[src/rtl/wdrc_pkg.sv]
// Contract
// - watchdog reset sets flag; software, power-on or bus reset clears
// - reset enable low: timeout leaves flag alone
// - writing reset enable arms watchdog reset
// - restart bit clears count, self-clears
// - timeout: irq if enabled, reset 512 clocks later
// - external reset: control pattern 0x0x0xx0
// - flag one on watchdog, zero on power resets
// - external reset keeps watchdog reset flag
// - power-on sets power flag, clears enable
// - protected bits writable only in open window
// - upper three irq enable bits read one
// - irq enable bit four gates watchdog irq
// - priority bit selects watchdog irq level
// - machine cycle is four system clocks
// - unlock with 0xaa then 0x55, three cycles
// - timeout sets irq flag; software clears it
package wdrc_pkg;
   // register byte addresses on the wishbone bus
   localparam logic [7:0] WDRC_ADDR_CLOCK_CONTROL = 8'h8e;
   localparam logic [7:0] WDRC_ADDR_UNLOCK        = 8'hc7;
   localparam logic [7:0] WDRC_ADDR_WD_CONTROL    = 8'hd8;
   localparam logic [7:0] WDRC_ADDR_IRQ_ENABLE    = 8'he8;
   localparam logic [7:0] WDRC_ADDR_IRQ_PRIORITY  = 8'hf8;
   localparam logic [7:0] WDRC_ADDR_EVT_STATUS    = 8'hf0;
   localparam logic [7:0] WDRC_ADDR_EVT_MASK      = 8'hf4;
   // watchdog control bit positions
   localparam int WDRC_BIT_POWER_FLAG = 6;
   localparam int WDRC_BIT_IRQ_FLAG   = 3;
   localparam int WDRC_BIT_RESET_FLAG = 2;
   localparam int WDRC_BIT_RESET_EN   = 1;
   localparam int WDRC_BIT_RESTART    = 0;
   // irq enable / priority bit position
   localparam int WDRC_BIT_WD_IRQ     = 4;
   // interval select position in clock control
   localparam int WDRC_BIT_INTERVAL   = 6;
   // unlock key bytes
   localparam logic [7:0] WDRC_KEY_FIRST  = 8'haa;
   localparam logic [7:0] WDRC_KEY_SECOND = 8'h55;
   // reset values
   localparam logic [7:0] WDRC_RST_CLOCK_CONTROL = 8'h01;
   localparam logic [7:0] WDRC_RST_IRQ_ENABLE    = 8'he0;
   localparam logic [7:0] WDRC_RST_IRQ_PRIORITY  = 8'h00;
   localparam logic [7:0] WDRC_EXT_RST_KEEP_MASK = 8'h56;
   // timing
   localparam int WDRC_CLKS_PER_MCYCLE = 4;
   localparam int WDRC_WINDOW_MCYCLES  = 3;
   localparam int WDRC_WINDOW_CLKS     = WDRC_CLKS_PER_MCYCLE * WDRC_WINDOW_MCYCLES;
   localparam int WDRC_RESET_DELAY_CLKS = 512;
   localparam int WDRC_RESET_HOLD_CLKS  = 2 * WDRC_CLKS_PER_MCYCLE;
   // interval exponents: 2^17, 2^20, 2^23, 2^26
   localparam int WDRC_INTERVAL_BASE = 17;
   localparam int WDRC_INTERVAL_STEP = 3;
   // event status bits
   localparam int WDRC_EVT_TIMEOUT = 0;
   localparam int WDRC_EVT_RESET   = 1;
   // reset source carrier
   typedef struct packed {
      logic power_on;
      logic external;
   } wdrc_rst_src_type;
endpackage : wdrc_pkg

[src/rtl/wdrc_top.sv]
`timescale 1ns/1ps
`default_nettype none
module wdrc_top
   import wdrc_pkg::*;
#(
   parameter int CNT_W    = 26,                 // longest interval 2^26
   parameter int IVL_BASE = WDRC_INTERVAL_BASE  // exponent of the shortest interval
) (
   input  wire logic              clk_i,
   input  wire logic              rst_i,         // bus/logic reset
   input  wire wdrc_rst_src_type  src_i,         // power-on / external reset requests
   input  wire logic              cyc_i,
   input  wire logic              stb_i,
   input  wire logic              we_i,
   input  wire logic [7:0]        adr_i,
   input  wire logic [3:0]        sel_i,
   input  wire logic [31:0]       dat_i,
   output logic       [31:0]      dat_o,
   output logic                   ack_o,
   output logic                   wd_irq_o,      // watchdog irq request
   output logic                   wd_irq_high_o, // priority level of request
   output logic                   wd_reset_o,    // device reset from watchdog
   output logic                   irq_o          // masked event interrupt
);
   logic [7:0]       clock_control;        // interval select lives in bits 7:6
   logic [7:0]       watchdog_control;
   logic [7:0]       extended_irq_enable;
   logic [7:0]       extended_irq_priority;
   logic [1:0]       evt_status;
   logic [1:0]       evt_mask;
   logic [CNT_W-1:0] wd_count;             // free running watchdog count
   logic [9:0]       delay_cnt;            // counts toward forced reset
   logic             delay_run;
   logic [3:0]       hold_cnt;             // reset hold length
   logic [1:0]       mcycle;               // state c1..c4
   logic             key_seen;             // first key written last access
   logic [3:0]       window_cnt;           // clocks left in open window
   logic             timeout;
   logic             wd_fire;
   logic             wr_stb;
   logic             rd_stb;
   logic [7:0]       wr_byte;
   logic             window_open;
   logic [1:0]       sel_interval;
   logic [4:0]       expo;

   // bus decode
   // one wait state: ack one cycle after request, dropped next cycle
   // the request is taken on the edge that raises ack, so a master that
   // holds cyc and stb until it sees ack never gets a second strobe here
   // only byte lane 0 carries data; other lanes read back zero
   assign wr_stb  = cyc_i && stb_i && we_i && !ack_o;
   assign rd_stb  = cyc_i && stb_i && !we_i && !ack_o;
   assign wr_byte = sel_i[0] ? dat_i[7:0] : 8'h00;
   assign window_open = (window_cnt != 4'h0);
   assign sel_interval = clock_control[WDRC_BIT_INTERVAL+1:WDRC_BIT_INTERVAL];
   // a smaller base shortens simulation, and below 9 starves the reset at the shortest interval; the interval steps stay at three
   assign expo = 5'(IVL_BASE + WDRC_INTERVAL_STEP * int'(sel_interval));
   // timeout when selected count bit pattern reached all ones
   assign timeout = (wd_count[expo-5'd1 -: 1] == 1'b1) &&
                    ((wd_count & ((CNT_W'(1) << expo) - CNT_W'(1))) ==
                     ((CNT_W'(1) << expo) - CNT_W'(1)));
   assign wd_fire = delay_run && (delay_cnt == 10'(WDRC_RESET_DELAY_CLKS - 1));

   // machine cycle phase, four states per cycle
   // the phase counter is kept for the state sequence only; bus timing
   // does not wait on it, which trades cycle accuracy for a short ack
   always_ff @(posedge clk_i) begin
      if (rst_i) begin
         mcycle <= 2'd0;
      end else begin
         mcycle <= mcycle + 2'd1;
      end
   end

   // wishbone ack
   always_ff @(posedge clk_i) begin
      if (rst_i) begin
         ack_o <= 1'b0;
      end else begin
         ack_o <= cyc_i && stb_i && !ack_o;
      end
   end

   // unlock sequence: 0xaa then 0x55 as consecutive accesses
   // any other access between the keys drops the first key, so stray
   // software cannot open the window by chance
   // a forced reset also closes the window
   always_ff @(posedge clk_i) begin
      if (rst_i || wd_reset_o) begin
         key_seen   <= 1'b0;
         window_cnt <= 4'h0;
      end else begin
         if (window_cnt != 4'h0) begin
            window_cnt <= window_cnt - 4'h1;
         end
         if (wr_stb && adr_i == WDRC_ADDR_UNLOCK) begin
            key_seen <= (wr_byte == WDRC_KEY_FIRST);
            if (key_seen && wr_byte == WDRC_KEY_SECOND) begin
               window_cnt <= 4'(WDRC_WINDOW_CLKS);
            end
         end else if (wr_stb || rd_stb) begin
            key_seen <= 1'b0; // any other access breaks the sequence
         end
      end
   end

   // plain registers; power and bus reset restore them
   // every reset source restores these, unlike the watchdog control byte
   always_ff @(posedge clk_i) begin
      if (rst_i || src_i.power_on || src_i.external || wd_reset_o) begin
         clock_control         <= WDRC_RST_CLOCK_CONTROL;
         extended_irq_enable   <= WDRC_RST_IRQ_ENABLE;
         extended_irq_priority <= WDRC_RST_IRQ_PRIORITY;
      end else if (wr_stb) begin
         if (adr_i == WDRC_ADDR_CLOCK_CONTROL) begin
            clock_control <= wr_byte;
         end else if (adr_i == WDRC_ADDR_IRQ_ENABLE) begin
            extended_irq_enable <= {3'b111, wr_byte[4:0]};
         end else if (adr_i == WDRC_ADDR_IRQ_PRIORITY) begin
            extended_irq_priority <= {3'b000, wr_byte[4:0]};
         end
      end
   end

   // watchdog control with per-source reset behaviour
   // priority: bus reset and power-on first, then external, then watchdog
   // protected bits only take writes inside the open window
   always_ff @(posedge clk_i) begin
      if (rst_i || src_i.power_on) begin
         // power-on: power flag set, enable and reset flag cleared
         watchdog_control <= 8'h00;
         watchdog_control[WDRC_BIT_POWER_FLAG] <= 1'b1;
      end else if (src_i.external) begin
         // keep bits 6,4,2,1; reset flag and enable retained
         watchdog_control <= watchdog_control & WDRC_EXT_RST_KEEP_MASK;
      end else if (wd_reset_o) begin
         // watchdog reset: like external, then flag set; enable kept
         watchdog_control <= watchdog_control & WDRC_EXT_RST_KEEP_MASK;
         watchdog_control[WDRC_BIT_RESET_FLAG] <= 1'b1;
      end else begin
         watchdog_control[WDRC_BIT_RESTART] <= 1'b0;
         if (wr_stb && adr_i == WDRC_ADDR_WD_CONTROL) begin
            watchdog_control[7] <= wr_byte[7];
            watchdog_control[5] <= wr_byte[5];
            watchdog_control[4] <= wr_byte[4];
            // reset flag is freely writable; software clears it
            watchdog_control[WDRC_BIT_RESET_FLAG] <= wr_byte[WDRC_BIT_RESET_FLAG];
            if (window_open) begin
               watchdog_control[WDRC_BIT_POWER_FLAG] <= wr_byte[WDRC_BIT_POWER_FLAG];
               watchdog_control[WDRC_BIT_IRQ_FLAG]   <= wr_byte[WDRC_BIT_IRQ_FLAG];
               watchdog_control[WDRC_BIT_RESET_EN]   <= wr_byte[WDRC_BIT_RESET_EN];
               watchdog_control[WDRC_BIT_RESTART]    <= wr_byte[WDRC_BIT_RESTART];
            end
         end
         // set wins over a clearing write
         if (timeout) begin
            watchdog_control[WDRC_BIT_IRQ_FLAG] <= 1'b1;
         end
      end
   end

   // watchdog count and delayed reset
   // a new timeout during the delay restarts the delay; the interval is
   // no shorter than the delay for a base exponent of 9 or more, so then this never starves the reset
   always_ff @(posedge clk_i) begin
      if (rst_i || src_i.power_on || src_i.external || wd_reset_o) begin
         wd_count  <= '0;
         delay_cnt <= 10'd0;
         delay_run <= 1'b0;
      end else if (watchdog_control[WDRC_BIT_RESTART]) begin
         wd_count  <= '0;
         delay_cnt <= 10'd0;
         delay_run <= 1'b0;
      end else begin
         wd_count <= wd_count + CNT_W'(1);
         if (timeout && watchdog_control[WDRC_BIT_RESET_EN]) begin
            delay_run <= 1'b1;
            delay_cnt <= 10'd0;
         end else if (delay_run) begin
            delay_cnt <= delay_cnt + 10'd1;
         end
      end
   end

   // forced reset pulse held two machine cycles; enable off means none
   // the enable is checked again at fire time so a late disable wins
   always_ff @(posedge clk_i) begin
      if (rst_i) begin
         wd_reset_o <= 1'b0;
         hold_cnt   <= 4'h0;
      end else if (wd_fire && watchdog_control[WDRC_BIT_RESET_EN]) begin
         wd_reset_o <= 1'b1;
         hold_cnt   <= 4'(WDRC_RESET_HOLD_CLKS - 1);
      end else if (hold_cnt != 4'h0) begin
         hold_cnt <= hold_cnt - 4'h1;
      end else begin
         wd_reset_o <= 1'b0;
      end
   end

   // irq request and priority
   // both are registered so the outputs come straight from flip-flops
   always_ff @(posedge clk_i) begin
      if (rst_i) begin
         wd_irq_o      <= 1'b0;
         wd_irq_high_o <= 1'b0;
      end else begin
         wd_irq_o <= watchdog_control[WDRC_BIT_IRQ_FLAG] &&
                     extended_irq_enable[WDRC_BIT_WD_IRQ];
         wd_irq_high_o <= extended_irq_priority[WDRC_BIT_WD_IRQ];
      end
   end

   // sticky event status, write one to clear; set wins
   // bit 0 marks a timeout, bit 1 a forced reset
   // the status survives the forced reset so software can inspect it
   always_ff @(posedge clk_i) begin
      if (rst_i) begin
         evt_status <= 2'b00;
         evt_mask   <= 2'b00;
         irq_o      <= 1'b0;
      end else begin
         if (wr_stb && adr_i == WDRC_ADDR_EVT_MASK) begin
            evt_mask <= wr_byte[1:0];
         end
         evt_status <= (evt_status &
                        ~((wr_stb && adr_i == WDRC_ADDR_EVT_STATUS) ? wr_byte[1:0] : 2'b00))
                       | {wd_fire && watchdog_control[WDRC_BIT_RESET_EN], timeout};
         irq_o <= |(evt_status & evt_mask);
      end
   end

   // read mux; unlock register reads zero, unmapped reads zero
   // read data is loaded on the take edge and stands while ack is high
   always_ff @(posedge clk_i) begin
      if (rst_i) begin
         dat_o <= 32'h0000_0000;
      end else if (rd_stb) begin
         if (adr_i == WDRC_ADDR_CLOCK_CONTROL) begin
            dat_o <= {24'h000000, clock_control};
         end else if (adr_i == WDRC_ADDR_WD_CONTROL) begin
            dat_o <= {24'h000000, watchdog_control};
         end else if (adr_i == WDRC_ADDR_IRQ_ENABLE) begin
            dat_o <= {24'h000000, extended_irq_enable | 8'he0};
         end else if (adr_i == WDRC_ADDR_IRQ_PRIORITY) begin
            dat_o <= {24'h000000, extended_irq_priority};
         end else if (adr_i == WDRC_ADDR_EVT_STATUS) begin
            dat_o <= {30'h0, evt_status};
         end else if (adr_i == WDRC_ADDR_EVT_MASK) begin
            dat_o <= {30'h0, evt_mask};
         end else begin
            dat_o <= 32'h0000_0000;
         end
      end
   end
endmodule : wdrc_top
`default_nettype wire

[config.mk]
export PLATFORM = sky130hd
export DESIGN_NAME = wdrc_top
export DESIGN_NICKNAME = d
export VERILOG_FILES = /design/src/rtl/wdrc_pkg.sv /design/src/rtl/wdrc_top.sv
export SDC_FILE = /design/constraint.sdc
export NUM_CORES = 1
export LEC_CHECK = 0
export BUFFER_PORTS_ARGS = -buffer_cell sky130_fd_sc_hd__buf_2
export CORE_MARGIN = 2
export CORE_UTILIZATION = 50
export CTS_CLUSTER_DIAMETER = 60
export CTS_CLUSTER_SIZE = 24
export DETAILED_ROUTE_END_ITERATION = 16
export PLACE_DENSITY_LB_ADDON = 0.3
export SKIP_LAST_GASP = 1
export SLEW_MARGIN = 20
export SYNTH_ARGS = -nofsm -noshare
export SYNTH_HDL_FRONTEND = slang
export SYNTH_SLANG_ARGS = --single-unit
[constraint.sdc]
create_clock -name clk_i -period 2 [get_ports clk_i]
set_input_delay 0.2 -clock clk_i [delete_from_list [all_inputs] [get_ports clk_i]]
set_output_delay 0.2 -clock clk_i [all_outputs]
set_load 0.03 [all_outputs]
==> results by group <==
Outcome
  – Run status: finished, violations left
  – Violations in the final reports: setup timing

Layout
  – Ratio of cells with drive above 1 in the final layout: 21.2%
  – Net total in the final layout: 649
  – Finished Cell Area: 0.00536 mm^2
  – Post-synthesis to final-layout area growth: 17.4%
  – Final instance count without filler cells: 699
  – Antenna diode count: 0

GRT
  – First-pass GRT wire length: 16.5 mm
  – Residual overflow from global routing: 0
  – Via count of the first global-routing pass: 3493
  – Largest net degree at the start of global routing: 36
  – Global Route Usage Sum: 20.6%
  – Antenna violations before repair: 0

Synthesis
  – Top cell types by occurrence after synthesis: dfxtp_1, nor2_1, mux2i_1, nand2_1, a21oi_1
  – Post-synthesis average cell area: 8.75 um^2
  – Most repeated cell in the gate-level netlist after synthesis: dfxtp_1
  – Post-synthesis cell type count: 62
  – Share of synthesized registers carrying an async set or reset: 0%
  – Share of the synthesized area in the top cell type: 39.0%
  – Synth top area cells: dfxtp_1, mux2i_1, nor2_1
  – Sequential fraction of the synthesis area: 39.0%
  – Dominant synthesized flop cell: dfxtp_1
  – Area of the mapped netlist: 0.00457 mm^2
  – Post-synth EDFFs: 0
  – Yosys warns: 0
  – Gate count after technology mapping: 522
  – Cell type with the largest total area after synthesis: dfxtp_1
  – Flops & latches, synth: 89

Floorplanning
  – Floorplan die height: 99.6 um
  – Total die area: 0.00991 mm^2
  – Placement row count: 34
  – Boundary pin count: 88
  – Initial Utilization: 51.8%
  – Die boundary width: 99.6 um
  – Core area: 0.00881 mm^2

STA
  – Part of the cycle the worst path needs: 103%
  – Highest Clock Rate: 488 MHz
  – Minimum clock period after layout: 2050 ps
  – Post-Route Skew: 14.5 ps
  – Tightest slew margin relative to the limit: 64.1%
  – Setup repair after global routing missed its margin: true
  – Pins Over Slew Limit: 0
  – Least-Margin Pin Slew: 531 ps
  – Post-route setup slack: -50.4 ps
  – Final setup violation count: 10
  – Final Hold Fails: 0

Critical path
  – Delay contributed by the slowest stage of the critical path: 380 ps
  – Largest driver fanout on the critical path: 5
  – Worst r2r src: clock_control[7]
  – Startpoint type of the worst setup path: register
  – Length in cells of the worst reg-to-reg path: 9
  – Top cell family by delay on the critical path: simple AND/OR/NAND/NOR gates
  – Minimum setup slack among reg-to-reg paths: -50 ps
  – Reg-to-Reg End: delay_cnt[9]
  – Type of destination of the critical path: register
  – Data arrival, critical path: 2280 ps
  – Sequence of cells on the critical path: buf_6, ha_4, or2_4, o221ai_4, nand4_1, buf_4, nor4_4, buf_6, nor3_1
  – Number of buffers and inverters on the critical path: 3
  – Slowest CP cell: dfxtp_4
  – CP dominant cell by count: buf_6
  – Type of the worst setup path: register to register
  – WP data required: 2230 ps

Hold path
  – Number of cells on the worst hold path: 2
  – Worst min-delay path startpoint: src_i[1]
  – Hold worst-path end: watchdog_control[1]
  – Min-delay worst type: primary input to register

Detailed routing
  – Residual DRC count: 0
  – Routed vias: 3819
  – Number of DRC markers in iteration 0: 175
  – Detailed-route vias per instance: 5.46
  – Number of search-and-repair iterations in the first detailed-routing pass: 5
  – Total wire length: 10.3 mm
  – Final routed wire length divided by cell count: 14.7 um
  – Antenna-violating nets left: 0

Clock tree
  – Worst-case clock buffer depth: 2
  – Latest clock arrival within the worst-skew pair: 360 ps
  – Clock sink count: 89
  – Cell at the root of the clock tree: clkbuf_8
  – CTS H-tree depth: 3
  – TritonCTS clock tree: done
  – Clock input transition at the sequential cells of the worst setup and hold paths: 90 ps
  – Number of hold-repair buffers added at the cts stage: 0
  – Total CTS buffers: 9

Power and ir drop
  – Largest vdd supply drop: 546 uV
  – Pwr Density: 696 mW/mm^2
  – Leakage: 2.07 nW

Place
  – Number of placed cells counting well taps: 672
  – Pre-CTS setup slack: -174 ps
  – Placement Cell Area: 0.00491 mm^2
  – Buffers on Ports: 36
  – GP Congestion: 0.939
  – Detailed-placement wirelength estimate: 7.18 mm

Run
  – Max-cap check violation count: 0
power breakdown:
group          switching, W  internal [W]
logic              0.000354      0.000219
clock network      0.000676      0.000588
registers         0.0000521       0.00184
placed cells by master, fill, tap and decap left out, types with 3 or more instances in the layout:
cell | synthesis | layout
dfxtp_1 | 89 | 87
nor2_1 | 79 | 79
buf_2 | 2 | 36
mux2i_1 | 31 | 31
buf_4 | 24 | 31
nand2_1 | 30 | 30
a21oi_1 | 26 | 24
conb_1 | 1 | 24
xor2_1 | 22 | 22
nor3_1 | 25 | 20
nand3_1 | 18 | 18
xnor2_1 | 14 | 14
nand4_1 | 13 | 13
inv_1 | 12 | 10
nand2b_1 | 10 | 9
clkbuf_8 | 0 | 9
nor2b_1 | 8 | 7
a211oi_1 | 7 | 7
ha_1 | 12 | 7
buf_6 | 2 | 7
and2_1 | 6 | 6
and4_1 | 5 | 5
and3_1 | 5 | 5
or3_1 | 5 | 5
nor3_2 | 0 | 5
ha_4 | 0 | 5
o21ai_0 | 4 | 4
o211ai_1 | 3 | 3
o2111ai_1 | 3 | 3
a22o_1 | 3 | 3
a221oi_1 | 3 | 3
clkinvlp_4 | 0 | 3
worst max path at each step:
stage | cells after the start | end | start | slack [ps]
6_report | 9 | delay_cnt[9] | clock_control[7] | -50
3_5_place_dp | 7 | delay_cnt[3] | clock_control[6] | -170
4_1_cts | 9 | delay_cnt[2] | clock_control[7] | -10
5_1_grt | 9 | delay_cnt[0] | clock_control[7] | -180
3_3_place_gp | 7 | delay_cnt[8] | clock_control[6] | -110
2_1_floorplan | 8 | watchdog_control[3] | clock_control[6] | 20
final cells by class:
type                       instances  area, um^2
clock buffer                       9         124
clock inverter                     7        78.8
fill                             764        3450
inverter                          12        50.0
multi-input combinational        400        2690
sequential                        89        1790
tap                              108         135
timing repair buffer              74         492
logic make-up after synthesis:
| family | synth area share (%) |
|---|---|
| xor gates and xnor gates | 6.91 |
| adders and majority gates | 3.29 |
| buffers and inverters | 6.96 |
| other | 0.0821 |
| muxes | 7.04 |
| DFF | 39.0 |
| and+or+nand+nor | 27.4 |
| AOI/OAI and AO/OA | 9.32 |
timing repair:
action | in CTS | in global routing
setup buffers | 5 | 5
cloned | 1 | 0
hold endpoints to repair | 0 | 0
resized for setup | 18 | 17
endpoints found under the setup margin | 12 | 13
pin swaps | 6 | 14
registers in the layout, summed over array words and instances, names as in the netlist, 2 cells and up:
register,cells
clock_control,8
hold_cnt,4
extended_irq_priority,5
extended_irq_enable,5
wd_count,26
delay_cnt,10
window_cnt,4
evt_mask,2
watchdog_control,8
evt_status,2
dat_o,8
per-layer routing:
metal | vias to the layer above | part of all wire [%] | track usage [%]
li1 | 1908 | - | -
met1 | 1813 | 45 | 26.4
met2 | 80 | 50 | 34.7
met3 | 18 | 3.4 | 4.43
met4 | 0 | 2.2 | 6.43
met5 | - | 0 | 0
through the flow:
| step | TNS, ps | util, % | total power (W) | hold WS [ps] |
|---|---|---|---|---|
| after floorplan | 0 | - | 0.00242 | 279 |
| after global placement | -1060 | 55.8 | 0.00248 | 430 |
| after detailed placement | -1720 | 55.8 | 0.00251 | 434 |
| after CTS | -21.4 | 59.6 | 0.00376 | 51.7 |
| after global routing | -1820 | 60.9 | 0.00391 | 56.3 |
| final | -450 | 60.9 | 0.00373 | 62.0 |
Power figures use the tool's default switching activity.
